## src/logic/xps_regs.svh

```systemverilog
// Purpose: Shared constants of the crosspoint switch control link
// Assumes: Included by bare name from the package and the two ends
// Notes: Timing counts are derived from the 40 MHz reference clock
`ifndef XPS_REGS_SVH
`define XPS_REGS_SVH

// Number of amplifiers and width of a channel code
`define XPS_NUM_AMPS 4
`define XPS_CH_W 4
`define XPS_AMP_W 2
`define XPS_FRAME_W 16

// Channel code with the disable bit set, held after power-on
`define XPS_CH_DISABLED 4'h8
`define XPS_CH_DIS_BIT 3

// Serial frame layout, first bit shifted is bit 15
`define XPS_FRM_AMP_LSB 0
`define XPS_FRM_CH_LSB 2
`define XPS_FRM_UPD_BIT 6

// Controller register byte offsets on the Avalon-MM slave
`define XPS_REG_PAR 4'h0
`define XPS_REG_SER 4'h4
`define XPS_REG_STAT 4'h8
`define XPS_REG_CTRL 4'hC

// Field positions inside the controller registers
`define XPS_PAR_CH_LSB 0
`define XPS_PAR_AMP_LSB 4
`define XPS_PAR_UPD_BIT 6
`define XPS_STAT_BUSY_BIT 0
`define XPS_STAT_RX_LSB 16
`define XPS_CTRL_PD_BIT 0

// Timing: reference clock and serial clock ceiling in kHz
`define XPS_REF_CLK_KHZ 40000
`define XPS_SCLK_MAX_KHZ 2000
// Half period of the serial clock, rounded up so the rate stays under the ceiling
`define XPS_SCLK_HALF_CYC ((`XPS_REF_CLK_KHZ + 2 * `XPS_SCLK_MAX_KHZ - 1) / (2 * `XPS_SCLK_MAX_KHZ))
// Parallel strobe width and data setup/hold, in reference cycles
`define XPS_STROBE_CYC 6

`endif

```

## src/logic/xps_pkg.sv

```systemverilog
// Purpose: Types of the crosspoint switch control link
// Assumes: Constants come from xps_regs.svh
// Notes: Host sequencer states are one-hot
`include "xps_regs.svh"

package xps_pkg;

    // Host sequencer states
    typedef enum logic [8:0] {
        ST_IDLE     = 9'b0_0000_0001,
        ST_P_SETUP  = 9'b0_0000_0010,
        ST_P_STROBE = 9'b0_0000_0100,
        ST_P_HOLD   = 9'b0_0000_1000,
        ST_P_UPDATE = 9'b0_0001_0000,
        ST_S_SEL    = 9'b0_0010_0000,
        ST_S_HIGH   = 9'b0_0100_0000,
        ST_S_LOW    = 9'b0_1000_0000,
        ST_S_DONE   = 9'b1_0000_0000
    } xps_state_e;

    typedef logic [`XPS_CH_W-1:0] xps_ch_t;

endpackage

```

## src/logic/xps_if.sv

```systemverilog
// Purpose: Logic pins between the crosspoint device and its host
// Assumes: Host drives every pin but the serial output
// Notes: No clock travels with it; both ends sample on their own clock
`timescale 1ns/1ps
`default_nettype none

interface xps_if;
    logic wr_b;
    logic ce_b;
    logic update_b;
    logic [3:0] channel_sel;
    logic [1:0] amp_sel;
    logic cs_b;
    logic sclk;
    logic din;
    logic dout;
    logic power_down;

    modport dev (
        input wr_b, ce_b, update_b, channel_sel, amp_sel, cs_b, sclk, din, power_down,
        output dout
    );
    modport host (
        output wr_b, ce_b, update_b, channel_sel, amp_sel, cs_b, sclk, din, power_down,
        input dout
    );
endinterface

`default_nettype wire

```

## src/logic/xps_sync.sv

```systemverilog
// Purpose: Two-flop synchroniser for a bundle of pin levels
// Assumes: Each bit is an independent level from another domain
// Notes: Only the second stage is visible to the caller
`timescale 1ns/1ps
`default_nettype none

module xps_sync #(
    parameter int W = 1,
    parameter logic [W-1:0] RST_VAL = '0
) (
    input wire logic ref_clk,
    input wire logic rst_b,
    input wire logic [W-1:0] async_in,
    output logic [W-1:0] sync_out
);
    logic [W-1:0] meta_q;

    // First stage feeds the second and nothing else
    always_ff @(posedge ref_clk)
    begin
        if (!rst_b)
        begin
            meta_q <= RST_VAL;
            sync_out <= RST_VAL;
        end
        else
        begin
            meta_q <= async_in;
            sync_out <= meta_q;
        end
    end
endmodule

`default_nettype wire

```

## src/logic/xps_host.sv

```systemverilog
// Purpose: Host controller that drives the crosspoint logic pins
// Assumes: Software reaches it over Avalon-MM with waitrequest
// Notes: Serial clock is divided down from ref_clk and driven out
`timescale 1ns/1ps
`default_nettype none
`include "xps_regs.svh"

module xps_host #(
    parameter int SCLK_HALF = `XPS_SCLK_HALF_CYC,
    parameter int STROBE = `XPS_STROBE_CYC
) (
    input wire logic ref_clk,
    input wire logic rst_b,
    input wire logic [3:0] avs_address,
    input wire logic avs_read,
    input wire logic avs_write,
    input wire logic [31:0] avs_writedata,
    output logic [31:0] avs_readdata,
    output logic avs_waitrequest,
    xps_if.host link
);
    xps_pkg::xps_state_e state_q;
    xps_pkg::xps_state_e state_d;
    logic [7:0] cnt_q;
    logic [4:0] bits_q;
    logic [15:0] tx_q;
    logic [15:0] rx_q;
    logic [6:0] par_q;
    logic pd_q;
    logic wr_b_q;
    logic ce_b_q;
    logic update_b_q;
    logic cs_b_q;
    logic sclk_q;
    logic din_q;
    logic dout_s;

    // Serial output of the device is foreign to ref_clk
    xps_sync #(
        .W(1),
        .RST_VAL(1'b0)
    ) u_dout_sync (
        .ref_clk(ref_clk),
        .rst_b(rst_b),
        .async_in(link.dout),
        .sync_out(dout_s)
    );

    // Bus decode; a command write waits while a transfer runs
    logic busy;
    logic req;
    logic cmd_hit;
    logic take;
    logic cnt_done;
    logic [31:0] rd_mux;
    assign busy = (state_q != xps_pkg::ST_IDLE);
    assign req = (avs_read || avs_write) && avs_waitrequest;
    assign cmd_hit = avs_write && (avs_address == `XPS_REG_PAR || avs_address == `XPS_REG_SER);
    assign take = req && !(cmd_hit && busy);
    assign cnt_done = (cnt_q == 8'h0);
    assign rd_mux = (avs_address == `XPS_REG_PAR) ? {25'h0, par_q} :
                    (avs_address == `XPS_REG_SER) ? {16'h0, tx_q} :
                    (avs_address == `XPS_REG_STAT) ? {rx_q, 15'h0, busy} :
                    (avs_address == `XPS_REG_CTRL) ? {31'h0, pd_q} : 32'h0;

    // Sequencer next state
    always_comb
    begin
        state_d = state_q;
        case (state_q)
            xps_pkg::ST_IDLE:
            begin
                if (take && avs_write && avs_address == `XPS_REG_PAR)
                    state_d = xps_pkg::ST_P_SETUP;
                else if (take && avs_write && avs_address == `XPS_REG_SER)
                    state_d = xps_pkg::ST_S_SEL;
            end
            xps_pkg::ST_P_SETUP: if (cnt_done) state_d = xps_pkg::ST_P_STROBE;
            xps_pkg::ST_P_STROBE: if (cnt_done) state_d = xps_pkg::ST_P_HOLD;
            xps_pkg::ST_P_HOLD:
            begin
                if (cnt_done)
                    state_d = par_q[`XPS_PAR_UPD_BIT] ? xps_pkg::ST_P_UPDATE : xps_pkg::ST_IDLE;
            end
            xps_pkg::ST_P_UPDATE: if (cnt_done) state_d = xps_pkg::ST_IDLE;
            xps_pkg::ST_S_SEL: if (cnt_done) state_d = xps_pkg::ST_S_HIGH;
            // Sixteen full clock periods, so the oldest bit still leaves the chain on a fall
            xps_pkg::ST_S_HIGH: if (cnt_done) state_d = xps_pkg::ST_S_LOW;
            xps_pkg::ST_S_LOW:
            begin
                if (cnt_done)
                    state_d = (bits_q == 5'h10) ? xps_pkg::ST_S_DONE : xps_pkg::ST_S_HIGH;
            end
            xps_pkg::ST_S_DONE: if (cnt_done) state_d = xps_pkg::ST_IDLE;
            default: state_d = xps_pkg::ST_IDLE;
        endcase
    end

    // Every phase lasts a fixed count; serial phases keep the clock under its ceiling
    logic [7:0] phase_len;
    logic serial_st;
    assign serial_st = (state_d == xps_pkg::ST_S_SEL) || (state_d == xps_pkg::ST_S_HIGH) ||
                       (state_d == xps_pkg::ST_S_LOW) || (state_d == xps_pkg::ST_S_DONE);
    assign phase_len = serial_st ? 8'(SCLK_HALF - 1) : 8'(STROBE - 1);

    // Bus slave: answer one cycle after the request is taken
    always_ff @(posedge ref_clk)
    begin
        if (!rst_b)
        begin
            avs_waitrequest <= 1'b1;
            avs_readdata <= 32'h0;
            par_q <= {3'h0, `XPS_CH_DISABLED};
            pd_q <= 1'b0;
        end
        else
        begin
            avs_waitrequest <= !take;
            if (take && avs_read)
                avs_readdata <= rd_mux;
            if (take && avs_write && avs_address == `XPS_REG_PAR)
                par_q <= avs_writedata[6:0];
            if (take && avs_write && avs_address == `XPS_REG_CTRL)
                pd_q <= avs_writedata[`XPS_CTRL_PD_BIT];
        end
    end

    // Sequencer registers and pin drive
    always_ff @(posedge ref_clk)
    begin
        if (!rst_b)
        begin
            state_q <= xps_pkg::ST_IDLE;
            cnt_q <= 8'h0;
            bits_q <= 5'h0;
            tx_q <= 16'h0;
            rx_q <= 16'h0;
            wr_b_q <= 1'b1;
            ce_b_q <= 1'b1;
            update_b_q <= 1'b1;
            cs_b_q <= 1'b1;
            sclk_q <= 1'b0;
            din_q <= 1'b0;
        end
        else
        begin
            state_q <= state_d;
            cnt_q <= (state_d != state_q) ? phase_len : (cnt_done ? 8'h0 : cnt_q - 8'h1);
            // Parallel strobes; select stays high and clock/data low
            wr_b_q <= (state_d != xps_pkg::ST_P_STROBE);
            ce_b_q <= (state_d != xps_pkg::ST_P_STROBE);
            update_b_q <= (state_d != xps_pkg::ST_P_UPDATE);
            // Serial: strobes idle high while the select is low
            cs_b_q <= !(state_d == xps_pkg::ST_S_SEL || state_d == xps_pkg::ST_S_HIGH ||
                        state_d == xps_pkg::ST_S_LOW);
            sclk_q <= (state_d == xps_pkg::ST_S_HIGH);
            if (state_q == xps_pkg::ST_IDLE && state_d == xps_pkg::ST_S_SEL)
            begin
                tx_q <= avs_writedata[15:0];
                din_q <= avs_writedata[15];
                bits_q <= 5'h0;
            end
            // Whole frame in one transfer, first bit is the top bit
            if (state_q == xps_pkg::ST_S_HIGH && state_d == xps_pkg::ST_S_LOW)
            begin
                // After the sixteenth bit the index wraps to a harmless don't-care bit
                din_q <= tx_q[4'(14 - bits_q[3:0])];
                bits_q <= bits_q + 5'h1;
            end
            if (state_q == xps_pkg::ST_S_HIGH && state_d != xps_pkg::ST_S_HIGH)
                rx_q <= {rx_q[14:0], dout_s};
            if (state_d == xps_pkg::ST_IDLE || state_d == xps_pkg::ST_S_DONE)
                din_q <= 1'b0;
        end
    end

    assign link.wr_b = wr_b_q;
    assign link.ce_b = ce_b_q;
    assign link.update_b = update_b_q;
    assign link.cs_b = cs_b_q;
    assign link.sclk = sclk_q;
    assign link.din = din_q;
    assign link.power_down = pd_q;
    assign link.amp_sel = par_q[`XPS_PAR_AMP_LSB +: 2];
    assign link.channel_sel = par_q[`XPS_PAR_CH_LSB +: 4];
endmodule

`default_nettype wire

```

## src/flat_wrapper.sv

```systemverilog
// flat-port wrapper written by rule: the top's interface ports become plain ports
module xps_host_flat 
#(
    parameter int SCLK_HALF = `XPS_SCLK_HALF_CYC,
    parameter int STROBE = `XPS_STROBE_CYC
)
  (ref_clk, rst_b, avs_address, avs_read, avs_write, avs_writedata, avs_readdata, avs_waitrequest, link_wr_b, link_ce_b, link_update_b, link_channel_sel, link_amp_sel, link_cs_b, link_sclk, link_din, link_power_down, link_dout);
  xps_if link_i ();
  input wire logic ref_clk;
  input wire logic rst_b;
  input wire logic [3:0] avs_address;
  input wire logic avs_read;
  input wire logic avs_write;
  input wire logic [31:0] avs_writedata;
  output logic [31:0] avs_readdata;
  output logic avs_waitrequest;
  output wire logic [$bits(link_i.wr_b)-1:0] link_wr_b;
  output wire logic [$bits(link_i.ce_b)-1:0] link_ce_b;
  output wire logic [$bits(link_i.update_b)-1:0] link_update_b;
  output wire logic [$bits(link_i.channel_sel)-1:0] link_channel_sel;
  output wire logic [$bits(link_i.amp_sel)-1:0] link_amp_sel;
  output wire logic [$bits(link_i.cs_b)-1:0] link_cs_b;
  output wire logic [$bits(link_i.sclk)-1:0] link_sclk;
  output wire logic [$bits(link_i.din)-1:0] link_din;
  output wire logic [$bits(link_i.power_down)-1:0] link_power_down;
  input wire logic [$bits(link_i.dout)-1:0] link_dout;
  assign link_wr_b = link_i.wr_b;
  assign link_ce_b = link_i.ce_b;
  assign link_update_b = link_i.update_b;
  assign link_channel_sel = link_i.channel_sel;
  assign link_amp_sel = link_i.amp_sel;
  assign link_cs_b = link_i.cs_b;
  assign link_sclk = link_i.sclk;
  assign link_din = link_i.din;
  assign link_power_down = link_i.power_down;
  assign link_i.dout = link_dout;
  xps_host #(.SCLK_HALF(SCLK_HALF), .STROBE(STROBE)) u_core (.ref_clk(ref_clk), .rst_b(rst_b), .avs_address(avs_address), .avs_read(avs_read), .avs_write(avs_write), .avs_writedata(avs_writedata), .avs_readdata(avs_readdata), .avs_waitrequest(avs_waitrequest), .link(link_i));
endmodule
```

## config.mk

```make
export PLATFORM = sky130hd
export DESIGN_NAME = xps_host_flat
export DESIGN_NICKNAME = d
export VERILOG_FILES = /design/src/logic/xps_pkg.sv /design/src/logic/xps_if.sv /design/src/logic/xps_sync.sv /design/src/logic/xps_host.sv /design/src/flat_wrapper.sv
export VERILOG_INCLUDE_DIRS = /design/src /design/src/logic
export SDC_FILE = /design/constraint.sdc
export NUM_CORES = 1
export LEC_CHECK = 0
export BUFFER_PORTS_ARGS = -buffer_cell sky130_fd_sc_hd__buf_2
export CAP_MARGIN = 20
export CORE_MARGIN = 4
export CORE_UTILIZATION = 25
export DETAILED_ROUTE_END_ITERATION = 8
export GPL_ROUTABILITY_DRIVEN = 0
export GPL_TIMING_DRIVEN = 0
export PLACE_DENSITY = 0.4
export SLEW_MARGIN = 25
export SYNTH_ARGS = -nofsm -noshare
export SYNTH_HDL_FRONTEND = slang
export SYNTH_SLANG_ARGS = --single-unit
```

## constraint.sdc

```tcl
create_clock -name ref_clk -period 2.3 [get_ports ref_clk]
set_input_delay 0.46 -clock ref_clk [delete_from_list [all_inputs] [get_ports ref_clk]]
set_output_delay 0.46 -clock ref_clk [all_outputs]
set_load 0.1 [all_outputs]
```

# After elaboration in Yosys (flattened, before gate mapping)
# Cells that the tools add are included.
[totals]
ff_bits = 102
wordCells = 95
out_inout_bits = 46
[classes]
reduce_logical = 26
eq_ne = 23
bitwise_logic = 1
n_addsub = 3
muxes = 25
n_lt_le_gt_ge = 1
[op_table]
columns = ["op", "count"]
rows = [
  ["32-bit two-way mux", 3],
  ["9-bit two-way mux", 10],
  ["9-bit case mux with 8 select lines", 1],
  ["9-bit by 1-bit == test with 1-bit output, second input constant", 2],
  ["9-bit by 6-bit == test with 1-bit output, second input constant", 2],
  ["9-bit by 7-bit == test with 1-bit output, second input constant", 2],
  ["9-bit by 8-bit == test with 1-bit output, second input constant", 2],
  ["9-bit == test, second input constant", 2],
  ["8-bit two-way mux", 2],
  ["5-bit two-way mux", 3],
  ["1-bit logical AND", 12],
  ["9-bit by 2-bit == test with 1-bit output, second input constant", 1],
  ["9-bit by 3-bit == test with 1-bit output, second input constant", 1],
  ["9-bit by 4-bit == test with 1-bit output, second input constant", 1],
  ["9-bit by 5-bit == test with 1-bit output, second input constant", 1],
  ["9-bit by 1-bit inequality test with 1-bit output, second input constant", 1],
  ["9-bit by 3-bit inequality test with 1-bit output, second input constant", 1],
  ["9-bit by 5-bit inequality test with 1-bit output, second input constant", 1],
  ["9-bit by 7-bit inequality test with 1-bit output, second input constant", 1],
  ["9-bit inequality test", 1],
  ["4-bit == test, second input constant", 2],
  ["8-bit logical NOT", 1],
  ["8-bit by 1-bit subtractor with 8-bit output, second input constant", 1],
  ["1-bit logical OR", 6],
  ["other kinds (13)", 19],
]

# Depth between registers and ports, before layout
# Gate-level depths: netlist of the first run.
[depth]
word_depth = 17
depth_mapped = 10

# Cells and area by module
# A second synthesis of the first run with hierarchy kept.
[hier_totals]
cells_unflattened = 528
area_unflattened_um2 = 4644.5
[modules_own_cells]
columns = ["mod", "area_per_inst_um2", "n_inst", "cells_per_inst"]
rows = [
  ["xps_host", 4591.9, 1, 524],
  ["xps_sync", 52.6, 1, 4],
]

# Least setup slack after synthesis of the first run
# OpenSTA, ideal clock, no wires.
[synth_path]
kind = "register to register"
start = "reg u_core.bits_q[0]"
end = "reg u_core.din_q, in the netlist u_core.link.din"
path_slack_ps = 43
stages_incl_launch_ff = 9
period_less_slack_ps = 2257
t_arrival_ps = 2140
t_required_ps = 2183
cell_sequence = "dfxtp_1 > clkbuf_1 > inv_1 > ha_1 > mux4_2 > mux4_2 > nor2_1 > a31oi_1 > and4b_1"
[synth_between]
elab_chain_len = 7
elab_cells_between_ends = 17
cone_classes = "1 x add/sub; 5 x eq/ne; 6 x mux; 5 x reduce/logical"
[synth_lines]
columns = ["item", "line", "source"]
rows = [
  ["from (decl)", "xps_host.sv:25", "logic [4:0] bits_q;"],
  ["from (signal assigned)", "xps_host.sv:168", "bits_q <= bits_q + 5'h1;"],
  ["5-bit == test", "xps_host.sv:92", "state_d = (bits_q == 5'h10) ? xps_pkg::ST_S_DONE : xps_pkg::ST_S_HIGH;"],
  ["9-bit two-way mux", "xps_host.sv:92", ""],
  ["9-bit two-way mux", "xps_host.sv:91", "if (cnt_done)"],
  ["9-bit case mux with 8 select lines", "xps_host.sv:70", "case (state_q)"],
  ["9-bit by 8-bit == test with 1-bit output (tied with other cells)", "xps_host.sv:164", "if (state_q == xps_pkg::ST_S_HIGH && state_d == xps_pkg::ST_S_LOW)"],
  ["1-bit logical AND (tied with other cells)", "xps_host.sv:164", ""],
  ["1-bit two-way mux (tied with other cells)", "xps_host.sv:164", ""],
  ["to (signal assigned)", "xps_host.sv:160", "din_q <= avs_writedata[15];"],
  ["to (signal assigned)", "xps_host.sv:167", "din_q <= tx_q[4'(14 - bits_q[3:0])];"],
  ["to (decl)", "xps_host.sv:35", "logic din_q;"],
]
# Several ways; a longest one is shown, not always the timed one. The select of a mux whose other input is x is not followed.
# A chain may end at the register's enable or synchronous reset.

# Worst setup path after layout of the first run
[layout_path]
start = "reg u_core.state_q[4]"
end = "reg u_core.din_q, in the netlist u_core.link.din"
[layout_between]
elab_chain_len = 12
elab_cells_between_ends = 37
cone_classes = "14 x eq/ne; 11 x mux; 12 x reduce/logical"
[layout_lines]
columns = ["item", "line", "source"]
rows = [
  ["from (decl)", "xps_host.sv:22", "xps_pkg::xps_state_e state_q;"],
  ["from (signal assigned)", "xps_host.sv:133", "state_q <= xps_pkg::ST_IDLE;"],
  ["from (signal assigned)", "xps_host.sv:147", "state_q <= state_d;"],
  ["9-bit by 1-bit inequality test with 1-bit output", "xps_host.sv:56", "assign busy = (state_q != xps_pkg::ST_IDLE);"],
  ["1-bit logical AND", "xps_host.sv:59", "assign take = req && !(cmd_hit && busy);"],
  ["1-bit logical NOT", "xps_host.sv:59", ""],
  ["1-bit logical AND", "xps_host.sv:59", ""],
  ["1-bit logical AND", "xps_host.sv:73, xps_host.sv:75", ""],
  ["1-bit logical AND (no line)", "-", ""],
  ["9-bit two-way mux", "xps_host.sv:75", "else if (take && avs_write && avs_address == `XPS_REG_SER)"],
  ["9-bit two-way mux", "xps_host.sv:73", "if (take && avs_write && avs_address == `XPS_REG_PAR)"],
  ["9-bit case mux with 8 select lines", "xps_host.sv:70", ""],
  ["9-bit by 8-bit == test with 1-bit output (tied with other cells)", "xps_host.sv:164", ""],
  ["1-bit logical AND (tied with other cells)", "xps_host.sv:164", ""],
  ["1-bit two-way mux (tied with other cells)", "xps_host.sv:164", ""],
]
# Several ways; a longest one is shown, not always the timed one.

==> results of run 1 <==
## stage by stage
step           total power [mW]  instances
2_1_floorplan              2.29        518
5_1_grt                    4.08        827
4_1_cts                    3.93        823
3_5_place_dp               2.45        808
3_3_place_gp               2.44        808
6_report                   3.90        827
## worst paths after layout
path                            slack (ns)  depth (start not counted)                            startpoint                                      to
worst max register to register      -0.006                          6          u_core.state_q[4]$_SDFF_PN0_            u_core.link.din$_SDFFE_PP0P_
worst min register to register        0.44                          1  u_core.u_dout_sync.meta_q$_SDFF_PN0_  u_core.u_dout_sync.sync_out$_SDFF_PN0_
worst max-delay path                -0.006                          6          u_core.state_q[4]$_SDFF_PN0_            u_core.link.din$_SDFFE_PP0P_
worst min-delay path                  0.33                          2                             link_dout    u_core.u_dout_sync.meta_q$_SDFF_PN0_
## registers in the layout (all words and copies together), names as in the netlist, 5 cells and up
name,flops
u_core.avs_readdata,32
u_core.rx_q,16
u_core.tx_q,16
u_core.state_q,9
u_core.cnt_q,8
u_core.par_q,7
u_core.bits_q,5
## synth_stat cells (7+ instances only)
cell type / n / area (um^2)
nand2_1: 106 / 398
nor3_1: 16 / 80.1
buf_4: 7 / 52.6
clkbuf_1: 23 / 86.3
and2_1: 9 / 56.3
a21oi_1: 73 / 365
dfxtp_1: 102 / 2040
mux2i_1: 14 / 140
nor2_1: 39 / 146
nand3_1: 33 / 165
nand2b_1: 7 / 43.8
## critical path: stages, from the launching register on
cell	delay, ns
dfxtp_4	0.36
or4_4	0.55
or3_4	0.40
nor4b_4	0.37
a32oi_1	0.13
o221ai_2	0.17
and4b_1	0.21
## power groups by stage
stage / sequential (mW) / clock, mW / combinational, mW
floorplan: 1.91 / 0 / 0.375
global placement: 1.90 / 0 / 0.542
detailed placement: 1.90 / 0 / 0.545
CTS: 1.86 / 1.52 / 0.543
global route: 1.87 / 1.59 / 0.622
finish: 1.87 / 1.47 / 0.563
## layer usage
layer	global-route usage, %	vias to the layer above
met2	20.3	110
met5	0	-
met4	4.79	0
li1	-	1953
met3	3.31	15
met1	17.9	1798
## repair_timing
item                                   in CTS  in global routing
pin swaps                                   1                  6
setup buffers                               1                  7
endpoints found under the hold margin       0                  0
setup endpoints to repair                  45                 43
cloned                                      0                  0
gates resized for setup                    12                 16
## logic make-up after synthesis
| group | Yosys count |
|---|---|
| and+or+nand+nor | 239 |
| DFF | 102 |
| AOI/OAI and AO/OA | 99 |
| buffers and inverters | 43 |
| muxes | 20 |
| xor gates and xnor gates | 11 |
| adders and majority gates | 4 |
## layout make-up
type                    count  area, um^2  area share (%)
multi-input cells         373        2170            40.4
flip-flops and latches    102        2050            38.1
repair buffers             78         410            7.63
well taps                 220         275            5.12
clock buffers              11         243            4.51
plain buffers              33         171            3.19
clock inverters             4        31.3           0.582
inverters                   6        22.5           0.419
==> metrics.md, run 1 <==
| Metric | Value |
|---|---|
| WL met3 | 796 um |
| Number of flops mapped to enable cells by yosys | 0 |
| Sequential power share | 47.9% |
| WL per Instance | 15.6 um |
| Yosys cell types | 51 |
| Max-cap viol count | 0 |
| Setup TNS | -0.00601 ns |
| Post-synth top flop | dfxtp_1 |
| Worst-Margin Slew | 0.711 ns |
| First-pass GRT wire length | 20600 um |
| Synth Area per Inst | 8.41 um^2 |
| Vias in the first global route | 3888 |
| Initial antenna violation count | 0 |
| Antenna Cells | 0 |
| Worst-skew pair later-pin latency | 0.36 ns |
| Setup ws final | -0.00601 ns |
| Synth Instances | 518 |
| FFs w/ async S/R, synth | 0% |
| Global router's overall resource usage | 13.2% |
| # hold bufs at CTS | 0 |
| P&R area growth vs syn | 23.4% |
| Maximum VDD drop | 0.000351 V |
| Internal power | 2.78 mW |
| DP HPWL | 9400 um |
| Crit end category | register |
| WP data required | 2.55 ns |
| Die X | 140 um |
| Max-slew violations | 0 |
| Final Instance Area | 5380 um^2 |
| Clk pin slew, worst setup/hold paths | 0.07 ns |
| Metal-1 WL | 6210 um |
| Failing checks | negative setup slack |
| Clock network power share | 37.6% |
| Commonest non-fill, non-tap cell in the layout | nand2_1 |
| Compound-cell area share of the yosys netlist | 12.9% |
| Final Hold Vio Count | 0 |
| Final setup vio count | 1 |
| Vias post-DR | 3876 |
| Die area | 19600 um^2 |
| Die H | 140 um |
| Fin Hold WS | 0.326 ns |
| H-tree Lvls | 3 |
| Share of layout cells above drive strength 1 | 22.6% |
| Post-Synth Adder-Cell Area | 1.15% |
| Largest net degree at the start of global routing | 17 |
| Lkg Pwr | 2.06 nW |
| Filler instances | 1867 |
| Multiplexer share of the synthesized area | 6.32% |
| Register area share after synthesis | 46.9% |
| Period utilisation layout | 100% |
| Arr. time, crit path | 2.56 ns |
| Most frequent cells in the layout | nand2_1 (105), dfxtp_1 (99), buf_2 (76), a21oi_1 (73), nor2_1 (38) |
| Final ANT Viol Nets | 0 |
| Combinational power share | 14.5% |
| PwrDens | 725 nW/um^2 |
| Syn Nets | 563 |
| Run status | complete, but fails checks |
| CTS buffer count | 9 |
| Initial DRC Count | 223 |
| Placement Cell Area | 4980 um^2 |
| Top routing layer in use | met4 |
| CP Max Fanout | 4 |
| Switching Fraction | 28.6% |
| Tmin final | 2.31 ns |
| Grt ovf | 0 |
| Post-layout util | 32.0% |
| Worst min-delay path class | in -> reg |
| CTS sink cnt | 102 |
| Port Buffer Count | 70 |
| Largest family of logic cells by synthesized area | simple AND/OR/NAND/NOR gates |
| Vias per inst | 4.69 |
| WL final | 12900 um |
| Xor-xnor portion of the synthesized cell area | 2.21% |
| Worst Setup Start Kind | register |
| DRC errors left | 0 |
| Worst relative slew slack | 52.6% |
| Cell area after synthesis | 4360 um^2 |
| Initial Util | 25.9% |
| Core box area | 16800 um^2 |
| TritonCTS clock tree | done |
| Simple-gate area share of the yosys netlist | 25.9% |
| Clock Path Buffers | 2 |
| Rows | 47 |
| Dpl ws | -0.659 ns |
| Worst Skew | 0.00540 ns |
| Worst Path Class, Setup | reg -> reg |
| Root Driver | clkbuf_16 |
| RSZ-0062 raised after global routing | true |
| Fin nets | 648 |
| Routed met2 length | 5710 um |
| IO Count | 87 |
| Max Fclk | 0.434 GHz |
| Total net switching power | 1.11 mW |
| Seq cells post-synth | 102 |
| Yosys warns | 0 |
| Drt pass-1 iters | 4 |
(Power assumes the default switching activity.)
==> run 2: changes to the inputs <==
CAP_MARGIN = 10   (was 20)
SKIP_LAST_GASP = 1   (was unset)
==> run 2 against run 1 <==
  * The run still ends with negative setup slack left
  * First-iteration DRC count unchanged
  * Via count increased by 0.10%
  * Sequential cell count unchanged
  * Combinational power about the same
  * Clock-buffer cell count unchanged
  * Utilization about the same
  * Final cell count unchanged
==> metrics.md, run 2 (same netlist as run 1, synthesis figures left out) <==
| Metric | Value |
|---|---|
| Port Buffer Count | 70 |
| Vias per inst | 4.69 |
| CTS buffer count | 9 |
| Worst-Margin Slew | 0.684 ns |
| DP HPWL | 9400 um |
| Die X | 140 um |
| Initial Util | 25.9% |
| Die H | 140 um |
| Commonest non-fill, non-tap cell in the layout | nand2_1 |
| CTS sink cnt | 102 |
| Max reg flops | 32 |
| Worst Setup Start Kind | register |
| Global router's overall resource usage | 13.2% |
| Drt pass-1 iters | 5 |
| H-tree Lvls | 3 |
| Final Instance Area | 5370 um^2 |
| PwrDens | 726 nW/um^2 |
| Final ANT Viol Nets | 0 |
| Final Hold Vio Count | 0 |
| Antenna Cells | 0 |
| Core box area | 16800 um^2 |
| Slowest CP cell | or4_4 |
| R2r setup slk | -0.003 ns |
| Critical path cell sequence | or4_4, or3_4, nor4b_4, a32oi_1, o221ai_2, and4b_1 |
| First-pass GRT wire length | 20600 um |
| Largest regs | u_core.avs_readdata (32), u_core.rx_q (16), u_core.tx_q (16) |
| Max-cap viol count | 0 |
| Worst Path Class, Setup | reg -> reg |
| Reg2reg start | u_core.state_q[4]$_SDFF_PN0_ |
| P&R area growth vs syn | 23.4% |
| # hold bufs at CTS | 0 |
| WL per Instance | 15.7 um |
| Max-slew violations | 0 |
| Setup ws final | -0.00289 ns |
| Tmin final | 2.30 ns |
| Clk pin slew, worst setup/hold paths | 0.07 ns |
| DRC errors left | 0 |
| CP Max Fanout | 4 |
| Vias in the first global route | 3889 |
| Lkg Pwr | 2.06 nW |
| Inst Count DP | 808 |
| IO Count | 87 |
| Share of layout cells above drive strength 1 | 22.6% |
| Initial DRC Count | 223 |
| Worst Skew | 0.00619 ns |
| Die area | 19600 um^2 |
| Final std cells w/o fill | 827 |
| Placement Cell Area | 4980 um^2 |
| Worst-skew pair later-pin latency | 0.36 ns |
| Run status | complete, but fails checks |
| Most frequent cells in the layout | nand2_1 (105), dfxtp_1 (99), buf_2 (76), a21oi_1 (73), nor2_1 (38) |
| Final setup vio count | 1 |
| Dpl ws | -0.659 ns |
| RSZ-0062 raised after global routing | true |
| Root Driver | clkbuf_16 |
| Clock Path Buffers | 2 |
| Largest net degree at the start of global routing | 17 |
| Delay-heaviest family, CP | simple AND/OR/NAND/NOR gates |
| RR Endpoint | u_core.link.din$_SDFFE_PP0P_ |
| Rows | 47 |
| Worst relative slew slack | 54.4% |
| Delay of the slowest cell on the worst path | 0.55 ns |
| Arr. time, crit path | 2.55 ns |
| TritonCTS clock tree | done |
| Worst min-delay path class | in -> reg |
| Hold Path Depth | 2 |
| Min-delay src | link_dout |
| Vias post-DR | 3880 |
| FF-to-FF path depth | 6 |
| WP data required | 2.55 ns |
| Failing checks | negative setup slack |
| Maximum VDD drop | 0.000350 V |
| WL final | 12900 um |
| Period utilisation layout | 100% |
| Crit end category | register |
| Grt ovf | 0 |
| Max Fclk | 0.434 GHz |
| Register name with the most flops | u_core.avs_readdata |
| CP Buf/Inv Count | 0 |
| Fin Hold WS | 0.326 ns |
| Fin nets | 648 |
| Hold EP | u_core.u_dout_sync.meta_q$_SDFF_PN0_ |
| Initial antenna violation count | 0 |
==> run 2: cell count changes in the layout (fill, tap and decap cells not counted), sizes merged <==
cell,before,now
buf,92,93
clkbuf,30,29
==> run 2: report_power, final <==
group / internal (mW) / switching, mW
sequential: 1.82 / 0.0487
combinational: 0.199 / 0.366
clock: 0.767 / 0.702
==> run 2: per-stage QoR <==
stage | util [%] | setup TNS [ns] | power (mW)
global route | 32.0 | -1.13 | 4.08
detailed placement | 29.6 | -21.49 | 2.45
global placement | 29.6 | -20.31 | 2.44
floorplan | - | 0 | 2.29
CTS | 31.4 | -0.0642 | 3.93
finish | 32.0 | -0.00289 | 3.90
==> run 2: cell type report <==
class / count / area (um^2)
plain buffers: 33 / 169
flip-flops and latches: 102 / 2050
clock inverters: 4 / 31.3
inverters: 6 / 22.5
clock buffers: 11 / 243
multi-input cells: 373 / 2170
fillers: 1868 / 11400
well taps: 220 / 275
repair buffers: 78 / 410
==> run 2: worst reg2reg max path, delay by kind of cell, from the launching register on <==
kind | cells | cell delay, ns
compound gates | 2 | 0.30
flops | 1 | 0.36
simple gates | 4 | 1.53
==> run 2: layer usage <==
metal	vias to the layer above	global-route usage, %	routed length, um
li1	1953	-	-
met1	1798	17.9	6220
met2	114	20.3	5750
met3	15	3.31	756
met4	0	4.79	223
met5	-	0	0
==> run 2: what timing repair did <==
item	in CTS	in global routing
setup buffers	1	7
gates cloned	0	0
pin swaps	1	6
resized for setup	10	20
endpoints found under the setup margin	45	44
==> run 2: how the worst max path moves through the flow <==
stage	from	endpoint	slack, ns	cells after the start
final	u_core.state_q[4]$_SDFF_PN0_	u_core.link.din$_SDFFE_PP0P_	-0.003	6
after global routing	u_core.state_q[4]$_SDFF_PN0_	u_core.link.din$_SDFFE_PP0P_	-0.10	6
after CTS	u_core.bits_q[0]$_SDFFE_PN0P_	u_core.link.din$_SDFFE_PP0P_	-0.06	8
after detailed placement	avs_address[3]	u_core.avs_readdata[9]$_SDFFE_PN0P_	-0.66	7
after global placement	avs_address[3]	u_core.avs_readdata[9]$_SDFFE_PN0P_	-0.63	7
after floorplan	u_core.bits_q[0]$_SDFFE_PN0P_	u_core.link.din$_SDFFE_PP0P_	0.04	8
